**config.mk**
```make
export PLATFORM = sky130hd
export DESIGN_NAME = fbe_ctrl
export DESIGN_NICKNAME = d
export VERILOG_FILES = /design/src/hw/fbe_pkg.sv /design/src/hw/fbe_ctrl.sv /design/src/hw/fbe_unlock_bit.sv
export VERILOG_INCLUDE_DIRS = /design/src /design/src/hw
export SDC_FILE = /design/constraint.sdc
export NUM_CORES = 1
export LEC_CHECK = 0
export ABC_AREA = 1
export BUFFER_PORTS_ARGS = -buffer_cell sky130_fd_sc_hd__buf_4
export CELL_PAD_IN_SITES_DETAIL_PLACEMENT = 0
export CELL_PAD_IN_SITES_GLOBAL_PLACEMENT = 1
export CORE_AREA = 2 2 90 92
export CTS_CLUSTER_DIAMETER = 80
export DETAILED_ROUTE_END_ITERATION = 10
export DIE_AREA = 0 0 92 94
export GPL_TIMING_DRIVEN = 0
export PLACE_DENSITY = 0.82
export SYNTH_ARGS = -nofsm -noshare
export SYNTH_HDL_FRONTEND = slang
export SYNTH_SLANG_ARGS = --single-unit
```
**constraint.sdc**
```tcl
create_clock -name clk -period 1.8 [get_ports clk]
set_clock_uncertainty 0.2 [all_clocks]
set_input_delay 0.09 -clock clk [delete_from_list [all_inputs] [get_ports clk]]
set_output_delay 0.09 -clock clk [all_outputs]
set_load 0.1 [all_outputs]
```
**src/hw/fbe_cfg.svh**
```systemverilog
// offsets, bit positions, command codes and counts of the block erase control
`ifndef FBE_CFG_SVH
`define FBE_CFG_SVH
`define FBE_OFF_CTRL0 8'h00
`define FBE_OFF_CTRL1 8'h04
`define FBE_OFF_CTRL4 8'h08
`define FBE_OFF_CMD 8'h0C
`define FBE_OFF_STAT 8'h10
`define FBE_OFF_PROT 8'h14
`define FBE_B_READY 0
`define FBE_B_REWR 1
`define FBE_B_LOCK 2
`define FBE_B_ERR 7
`define FBE_B_MODE 1
`define FBE_B_PFC 6
`define FBE_B_SUSEN 0
`define FBE_B_SUSRQ 1
`define FBE_B_SUSENT 6
`define FBE_B_SR_RDY 7
`define FBE_B_SR_ERR 5
`define FBE_B_SR_RSR 8
`define FBE_CODE_LSB 0
`define FBE_CODE_W 8
`define FBE_ADDR_LSB 8
`define FBE_CMD_ERASE 8'h20
`define FBE_CMD_CONF 8'hD0
`define FBE_CMD_RDARR 8'hFF
`define FBE_CMD_CLRSR 8'h50
`define FBE_ERASE_CYC 1000
`endif

```
**src/hw/fbe_pkg.sv**
```systemverilog
// types shared by the block erase control
package fbe_pkg;
    // sequencer states
    typedef enum logic [1:0] {
        FBE_IDLE = 2'b00,
        FBE_SETUP = 2'b01,
        FBE_ERASE = 2'b10,
        FBE_SUSP = 2'b11
    } fbe_state_e;
endpackage

```
**src/hw/fbe_ctrl.sv**
```systemverilog
// block erase sequencer with apb register access
`include "fbe_cfg.svh"
// How it works
// - erase: code 20 then D0 at highest even address of block
// - ready flag 0 during erase, then 1
// - suspend flag low erasing, high done/suspended
// - error flag reports erase result
// - per-block disable blocks erase
// - mode zero: status mode until read-array
// - status ready bit low while erasing
// - nmi or watchdog reinit control zero/one
// - protected bits set by 0 then 1
// - reset, nmi, watchdog abort running erase
// - mode select bit picks mode zero/one
// - suspend request pauses, clearing resumes erase
module fbe_ctrl #(
    parameter int NBLK = 4, // number of erasable blocks
    parameter int BLK_BITS = 11, // byte address bits per block
    parameter int AW = 20, // flash address width
    parameter int ERASE_CYCLES = `FBE_ERASE_CYC // erase length
) (
    input wire logic clk,
    input wire logic reset_n,
    input wire logic ce,
    input wire logic psel,
    input wire logic penable,
    input wire logic pwrite,
    input wire logic [7:0] paddr,
    input wire logic [31:0] pwdata,
    output logic [31:0] prdata,
    output logic pready,
    output logic pslverr,
    input wire logic nmi_event,
    input wire logic wdt_event,
    input wire logic irq_req,
    input wire logic verify_fail,
    output logic erase_busy,
    output logic [$clog2(NBLK)-1:0] erase_block,
    output logic ew_mode_one,
    output logic rewrite_en
);
    localparam int BW = $clog2(NBLK);
    localparam int CW = $clog2(ERASE_CYCLES + 1);
    localparam logic [CW-1:0] CNT_LOAD = CW'(ERASE_CYCLES - 1);

    fbe_pkg::fbe_state_e state_q; // sequencer state
    logic [CW-1:0] cnt_q; // erase cycles left
    logic [BW-1:0] blk_q; // block under erase
    logic err_q; // erase error flag
    logic rsr_q; // read status mode
    logic sus_en_q; // suspend enable
    logic sus_rq_q; // suspend request
    logic [NBLK-1:0] prot_q; // per block erase disable
    logic lock_q; // lock release bit
    logic pfc_q; // other protected control bit
    logic [31:0] prdata_q; // read data
    logic pslverr_q; // error answer

    logic abort; // nmi or watchdog this cycle
    logic wr_en; // write takes effect
    logic setup; // apb setup phase
    logic cmd_wr; // flash command cycle
    logic [7:0] code; // command code
    logic [AW-1:0] faddr; // flash address of the cycle
    logic [BW-1:0] fblk; // block addressed
    logic top_even; // highest even address of block
    logic confirm; // valid confirm cycle
    logic start; // erase starts
    logic done; // erase finished
    logic ready; // erase ready flag
    logic sus_ent; // suspend entered flag
    logic sus_go; // enter suspend
    logic busy; // erase in progress
    logic hit; // address is mapped
    logic [31:0] rd_val; // value to read

    // apb decode; the bus stalls while the clock enable is low
    assign pready = ce;
    assign setup = psel && !penable && ce;
    assign wr_en = psel && penable && pwrite && ce;
    assign abort = ce && (nmi_event || wdt_event);
    assign prdata = prdata_q;
    assign pslverr = pslverr_q;

    // command cycle fields
    assign cmd_wr = wr_en && (paddr == `FBE_OFF_CMD);
    assign code = pwdata[`FBE_CODE_LSB +: `FBE_CODE_W];
    assign faddr = pwdata[`FBE_ADDR_LSB +: AW];
    assign fblk = faddr[BLK_BITS +: BW];
    assign top_even = (&faddr[BLK_BITS-1:1]) && !faddr[0];
    assign confirm = cmd_wr && (code == `FBE_CMD_CONF) && top_even;
    assign start = (state_q == fbe_pkg::FBE_SETUP) && confirm && !prot_q[fblk] && !abort;

    // flags from the state
    assign busy = (state_q == fbe_pkg::FBE_ERASE) || (state_q == fbe_pkg::FBE_SUSP);
    assign ready = !busy;
    assign sus_ent = (state_q != fbe_pkg::FBE_ERASE);
    assign sus_go = sus_en_q && sus_rq_q;
    assign done = (state_q == fbe_pkg::FBE_ERASE) && !sus_go && (cnt_q == '0);
    assign erase_busy = (state_q == fbe_pkg::FBE_ERASE);
    assign erase_block = blk_q;

    // protected control bits
    fbe_unlock_bit u_rewr (
        .clk(clk),
        .reset_n(reset_n),
        .ce(ce),
        .clr(abort),
        .own_wr(wr_en && (paddr == `FBE_OFF_CTRL0)),
        .any_wr(wr_en),
        .wbit(pwdata[`FBE_B_REWR]),
        .val_q(rewrite_en)
    );
    fbe_unlock_bit u_lock (
        .clk(clk),
        .reset_n(reset_n),
        .ce(ce),
        .clr(abort),
        .own_wr(wr_en && (paddr == `FBE_OFF_CTRL0)),
        .any_wr(wr_en),
        .wbit(pwdata[`FBE_B_LOCK]),
        .val_q(lock_q)
    );
    // mode select: 0 picks mode zero, 1 picks mode one
    fbe_unlock_bit u_mode (
        .clk(clk),
        .reset_n(reset_n),
        .ce(ce),
        .clr(abort),
        .own_wr(wr_en && (paddr == `FBE_OFF_CTRL1) && rewrite_en),
        .any_wr(wr_en),
        .wbit(pwdata[`FBE_B_MODE]),
        .val_q(ew_mode_one)
    );
    fbe_unlock_bit u_pfc (
        .clk(clk),
        .reset_n(reset_n),
        .ce(ce),
        .clr(abort),
        .own_wr(wr_en && (paddr == `FBE_OFF_CTRL1)),
        .any_wr(wr_en),
        .wbit(pwdata[`FBE_B_PFC]),
        .val_q(pfc_q)
    );

    // sequencer; nmi or watchdog halts any erase at once
    always_ff @(posedge clk or negedge reset_n) begin
        if (!reset_n) begin
            state_q <= fbe_pkg::FBE_IDLE;
        end else if (abort) begin
            state_q <= fbe_pkg::FBE_IDLE;
        end else if (ce) begin
            unique case (state_q)
                fbe_pkg::FBE_IDLE: begin
                    // erase command only accepted while rewrite mode is on
                    if (cmd_wr && rewrite_en && (code == `FBE_CMD_ERASE)) begin
                        state_q <= fbe_pkg::FBE_SETUP;
                    end
                end
                fbe_pkg::FBE_SETUP: begin
                    if (start) begin
                        state_q <= fbe_pkg::FBE_ERASE;
                    end else if (cmd_wr) begin
                        state_q <= fbe_pkg::FBE_IDLE;
                    end
                end
                fbe_pkg::FBE_ERASE: begin
                    if (sus_go) begin
                        state_q <= fbe_pkg::FBE_SUSP;
                    end else if (done) begin
                        state_q <= fbe_pkg::FBE_IDLE;
                    end
                end
                fbe_pkg::FBE_SUSP: begin
                    if (!sus_rq_q) begin
                        state_q <= fbe_pkg::FBE_ERASE;
                    end
                end
            endcase
        end
    end

    // erase timer and block latch; suspend holds the count
    always_ff @(posedge clk or negedge reset_n) begin
        if (!reset_n) begin
            cnt_q <= '0;
            blk_q <= '0;
        end else if (ce) begin
            if (start) begin
                cnt_q <= CNT_LOAD;
                blk_q <= fblk;
            end else if ((state_q == fbe_pkg::FBE_ERASE) && !sus_go && (cnt_q != '0)) begin
                cnt_q <= cnt_q - 1'b1;
            end
        end
    end

    // erase error; a fresh error wins over clear status
    always_ff @(posedge clk or negedge reset_n) begin
        if (!reset_n) begin
            err_q <= 1'b0;
        end else if (abort) begin
            err_q <= 1'b0;
        end else if (ce) begin
            if (done && verify_fail) begin
                err_q <= 1'b1;
            end else if ((state_q == fbe_pkg::FBE_SETUP) && confirm && prot_q[fblk]) begin
                err_q <= 1'b1;
            end else if (cmd_wr && ready && (code == `FBE_CMD_CLRSR)) begin
                err_q <= 1'b0;
            end
        end
    end

    // read status mode, entered at erase start in mode zero
    always_ff @(posedge clk or negedge reset_n) begin
        if (!reset_n) begin
            rsr_q <= 1'b0;
        end else if (abort) begin
            rsr_q <= 1'b0;
        end else if (ce) begin
            if (start && !ew_mode_one) begin
                rsr_q <= 1'b1;
            end else if (cmd_wr && ready && (code == `FBE_CMD_RDARR)) begin
                rsr_q <= 1'b0;
            end
        end
    end

    // suspend controls; in mode one an interrupt raises the request
    always_ff @(posedge clk or negedge reset_n) begin
        if (!reset_n) begin
            sus_en_q <= 1'b0;
            sus_rq_q <= 1'b0;
        end else if (ce) begin
            if (wr_en && (paddr == `FBE_OFF_CTRL4)) begin
                sus_en_q <= pwdata[`FBE_B_SUSEN];
                sus_rq_q <= pwdata[`FBE_B_SUSRQ];
            end
            if (ew_mode_one && sus_en_q && irq_req && (state_q == fbe_pkg::FBE_ERASE)) begin
                sus_rq_q <= 1'b1; // set wins over the write
            end
        end
    end

    // erase disable bits per block
    always_ff @(posedge clk or negedge reset_n) begin
        if (!reset_n) begin
            prot_q <= '0;
        end else if (ce && wr_en && (paddr == `FBE_OFF_PROT)) begin
            prot_q <= pwdata[NBLK-1:0];
        end
    end

    // read value mux; unmapped reads give zero
    always_comb begin
        rd_val = '0;
        hit = 1'b1;
        unique case (paddr)
            `FBE_OFF_CTRL0: begin
                rd_val[`FBE_B_READY] = ready;
                rd_val[`FBE_B_REWR] = rewrite_en;
                rd_val[`FBE_B_LOCK] = lock_q;
                rd_val[`FBE_B_ERR] = err_q;
            end
            `FBE_OFF_CTRL1: begin
                rd_val[`FBE_B_MODE] = ew_mode_one;
                rd_val[`FBE_B_PFC] = pfc_q;
            end
            `FBE_OFF_CTRL4: begin
                rd_val[`FBE_B_SUSEN] = sus_en_q;
                rd_val[`FBE_B_SUSRQ] = sus_rq_q;
                rd_val[`FBE_B_SUSENT] = sus_ent;
            end
            `FBE_OFF_CMD: begin
                rd_val = '0;
            end
            `FBE_OFF_STAT: begin
                rd_val[`FBE_B_SR_RDY] = ready;
                rd_val[`FBE_B_SR_ERR] = err_q;
                rd_val[`FBE_B_SR_RSR] = rsr_q;
            end
            `FBE_OFF_PROT: begin
                rd_val[NBLK-1:0] = prot_q;
            end
            default: begin
                hit = 1'b0;
            end
        endcase
    end

    // apb answer captured in the setup phase
    always_ff @(posedge clk or negedge reset_n) begin
        if (!reset_n) begin
            prdata_q <= '0;
            pslverr_q <= 1'b0;
        end else if (setup) begin
            prdata_q <= pwrite ? 32'h0000_0000 : rd_val;
            pslverr_q <= !hit;
        end
    end
endmodule // fbe_ctrl

```
**src/hw/fbe_unlock_bit.sv**
```systemverilog
// control bit that only sets when 1 directly follows a write of 0
module fbe_unlock_bit (
    input wire logic clk,
    input wire logic reset_n,
    input wire logic ce,
    input wire logic clr,
    input wire logic own_wr,
    input wire logic any_wr,
    input wire logic wbit,
    output logic val_q
);
    logic arm_q; // last write to the bus was a 0 to this bit

    // value and arming; a force clear wins over any write
    always_ff @(posedge clk or negedge reset_n) begin
        if (!reset_n) begin
            val_q <= 1'b0;
            arm_q <= 1'b0;
        end else if (ce) begin
            if (clr) begin
                val_q <= 1'b0;
                arm_q <= 1'b0;
            end else if (own_wr && !wbit) begin
                val_q <= 1'b0;
                arm_q <= 1'b1;
            end else if (own_wr) begin
                if (arm_q) begin
                    val_q <= 1'b1;
                end
                arm_q <= 1'b0;
            end else if (any_wr) begin
                arm_q <= 1'b0; // any other write breaks the pair
            end
        end
    end
endmodule // fbe_unlock_bit
```
==> metrics.md <==
| Metric | Value |
|---|---|
| Max-Cap Viols | 0 |
| Synth area leader | dfrtp_1 |
| Post-synth ARST share | 1.00 |
| Critical path buffers and inverters | 3 |
| Avg Vias per Cell | 4.44 |
| P_int | 1.37 mW |
| Synth Register Bits | 39 |
| Cell Area, Synth | 0.00265 mm2 |
| Hold WS | 21.8 ps |
| Worst R2R Setup Slack | 100 ps |
| Worst path top cell family by delay | simple AND/OR/NAND/NOR gates |
| # fillers | 794 |
| Die footprint | 0.00865 mm2 |
| Non-Filler Instances | 581 |
| Inserted Clock Buffers | 5 |
| Vias in the first global route | 2,415 |
| Layout cells sized above 1 | 0.292 |
| Gate power share | 0.253 |
| Die Height | 94 um |
| Initial antenna violation count | 0 |
| Initial Utilization | 0.348 |
| Placed inst area | 0.00325 mm2 |
| Final setup fails | 0 |
| Largest net degree at the start of global routing | 40 |
| Max Root-Sink Buffers | 2 |
| Placed Cells | ~550 |
| Outcome | finished clean |
| Tmin final | about 1700 ps |
| Gr usage total | 0.154 |
| # diodes | 0 |
| Synth top area cells | dfrtp_1 (37%), nand2_1 (14%), buf_4 (7.4%) |
| Reg clk slew, reported paths | approximately 80 ps |
| Port bufs | 52 |
| CTS tree | done |
| Post-Syn Instances | approximately 370 |
| Fmax | between 0.5 and 0.6 GHz |
| Clk sinks | 39 |
| Slew Viols, Final | 0 |
| Finished Core Util | 0.480 |
| Slowest-stage cell, CP | dfrtp_1 |
| Crit path max fanout | 8 |
| Worst VDD drop | 0.000309 V |
| Global-route wire length before repair | between 10 and 15 mm |
| Max incr delay on CP | around 390 ps |
| Core footprint | 0.00761 mm2 |
| H-tree depth reported by CTS | 2 |
| Area delta synth->final | 38.0% |
| Clk network pwr share | 0.318 |
| Sequential share of power | 0.429 |
| Rel. slew slack | 0.663 |
| Critical R2R Launch | cnt_q[0] |
| Post-synth top area share | 0.369 |
| Total Power | 2.06 mW |
| Design area | 0.00365 mm2 |
| Min-delay src | verify_fail |
| Routability congestion estimate | 0.802 |
| DRC | 0 |
| Synth Warn # | 0 |
| CP startpoint kind | flip-flop |
| Number of synthesized flops with an enable pin | 0 |
| Critical Path AT | 1670 ps |
| Post-DRT Antenna Nets | 0 |
| GRT Residual Overflow | 0 |
| RSZ-0062 raised after global routing | true |
| Hpwl dp | 5.06 mm |
| Worst min-delay path endpoint | err_q |
| Worst-path cell chain | inv_2 > ha_2 > nand3_2 > nor2_2 > nand2_2 > nand3_4 > buf_6 > inv_2 > nand3_1 > nand3_1 |
| Setup TNS | 0 ps |
| Avg Cell Area, Syn | 7.14 um2 |
| R2r endpoint | cnt_q[2] |
| CTS Root Cell | clkbuf_8 |
| Measured slew at the worst slew-check pin | 506 ps |
| Pwr/cell area | approximately 560 mW/mm2 |
| Worst-skew pair later-pin latency | between 200 and 300 ps |
| Main synth FF type | dfrtp_1 |
| Final Hold Viols | 0 |
| Worst slack, placed | -4.39 ps |
| Initial DRC count | between 100 and 150 |
| Register-to-Register Path Depth | 10 |
| Most common cell in the netlist | nand2_1 |
| Synth unique cells | 34 |
| Final net count | 530 |
| Crit share post-route | 0.947 |
| Wire length per cell | 11.4 um |
| Worst Path Required | 1770 ps |
| Die W | 92 um |
| Net switching power | 690 uW |
| Row count | 32 |
| Kind of critical path | reg2reg |
| # IOs | between 80 and 90 |
| Crit. End Element | flip-flop |
| Drt pass-1 iters | 4 |
| Final WL | 6.61 mm |
| Hold Path Class | in2reg |
| Leakage | 1.93 nW |
| Commonest cells in the netlist | nand2_1 (100), inv_1 (48), dfrtp_1 (39), nor2_1 (36), nand3_1 (31) |
| Worst Slack Setup Final | 95.9 ps |
| Switching Fraction | 0.335 |
| Via count | around 2,600 |
| Sequential share of the synthesized area | 0.369 |
| Worst Hold Depth | 5 |
-- worst max-delay path by stage --
stage,depth (start not counted),endpoint,slack [ps],startpoint
finish,10,cnt_q[2],100,cnt_q[0]
global route,10,cnt_q[2],-30,cnt_q[0]
CTS,10,cnt_q[8],30,cnt_q[0]
detailed placement,10,cnt_q[6],-4,cnt_q[0]
global placement,10,cnt_q[6],30,cnt_q[0]
floorplan,6,prdata[6],6,state_q[0]
-- power by group through the flow --
stage          Clock, mW  Combinational, mW  Sequential [mW]
3_3_place_gp           0              0.490            0.900
2_1_floorplan          0              0.341            0.929
5_1_grt            0.726              0.551            0.884
4_1_cts            0.684              0.514            0.883
3_5_place_dp           0              0.493            0.901
6_report           0.656              0.521            0.883
-- final cells by class --
cell class                      count  area [um2]  area share
Buffer                             29         221      0.0606
Clock buffer                        7        96.3      0.0264
Inverter                           51         196      0.0538
Sequential cell                    39         977       0.267
Multi-Input combinational cell    275        1410       0.385
Timing Repair Buffer               77         621       0.170
Clock inverter                      1        7.51     0.00205
Tap cell                          102         128      0.0349
-- layer usage --
metal / vias to the layer above / wire, um / GRT usage
li1: 1350 / - / -
met1: 1164 / 3190 / 0.219
met2: 63 / 3080 / 0.252
met3: 4 / 291 / 0.0233
met4: 0 / 45 / 0.0299
met5: - / 0 / 0
-- cell families (layout without fill, tap and decap cells) --
family                   count (synthesis)  in the layout  share of synthesized area
flip-flops                              39             39                      0.369
other                                    1             24                    0.00142
AND/OR/NAND/NOR                        204            204                      0.371
AO/OA/AOI/OAI                           44             44                     0.0898
buffers and inverters                   80            165                      0.156
XOR/XNOR                                 1              1                    0.00331
adder cells (fa/ha/maj)                  2              2                    0.00945
-- placed cells by master, fill, tap and decap left out, drive strengths merged --
master        count
o22ai             2
nand3            37
dfrtp            39
clkinvlp          1
a31oi             1
dlymetal6s4s      1
o31ai             1
inv              50
o21a              1
nor4              1
dlygate4sd3      12
ha                2
nor2             45
xor2              1
a21oi            14
a211oi            1
clkinv            1
a22o              1
nand2           105
or2               2
o21ai            22
o211ai            1
conb             24
buf              92
clkbuf            8
nor3              6
nand4             8
-- sequential cells by signal, summed over array words and instances, names as in the netlist --
register      cells
cnt_q            10
u_pfc.val_q       1
prot_q            4
state_q           2
u_mode.arm_q      1
u_pfc.arm_q       1
u_mode.val_q      1
prdata            8
pslverr           1
u_rewr.arm_q      1
u_rewr.val_q      1
err_q             1
u_lock.val_q      1
erase_block       2
sus_en_q          1
rsr_q             1
sus_rq_q          1
u_lock.arm_q      1
-- worst reg2reg max path, stage by stage (launching register included) --
cell and delay, ps:
dfrtp_1 390, inv_2 80, ha_2 170, nand3_2 80
nor2_2 160, nand2_2 90, nand3_4 80, buf_6 140
inv_2 60, nand3_1 70, nand3_1 70
-- what timing repair did --
action / 4_1_cts / 5_1_grt
pin swaps: 1 / 11
hold buffers: 13 / 0
resized for setup: 0 / 24
cloned: 0 / 1
setup buffers: 1 / 11
hold endpoints to repair: 55 / 0
endpoints found under the setup margin: 2 / 13
Note: power is estimated with default switching activity, not from simulation.
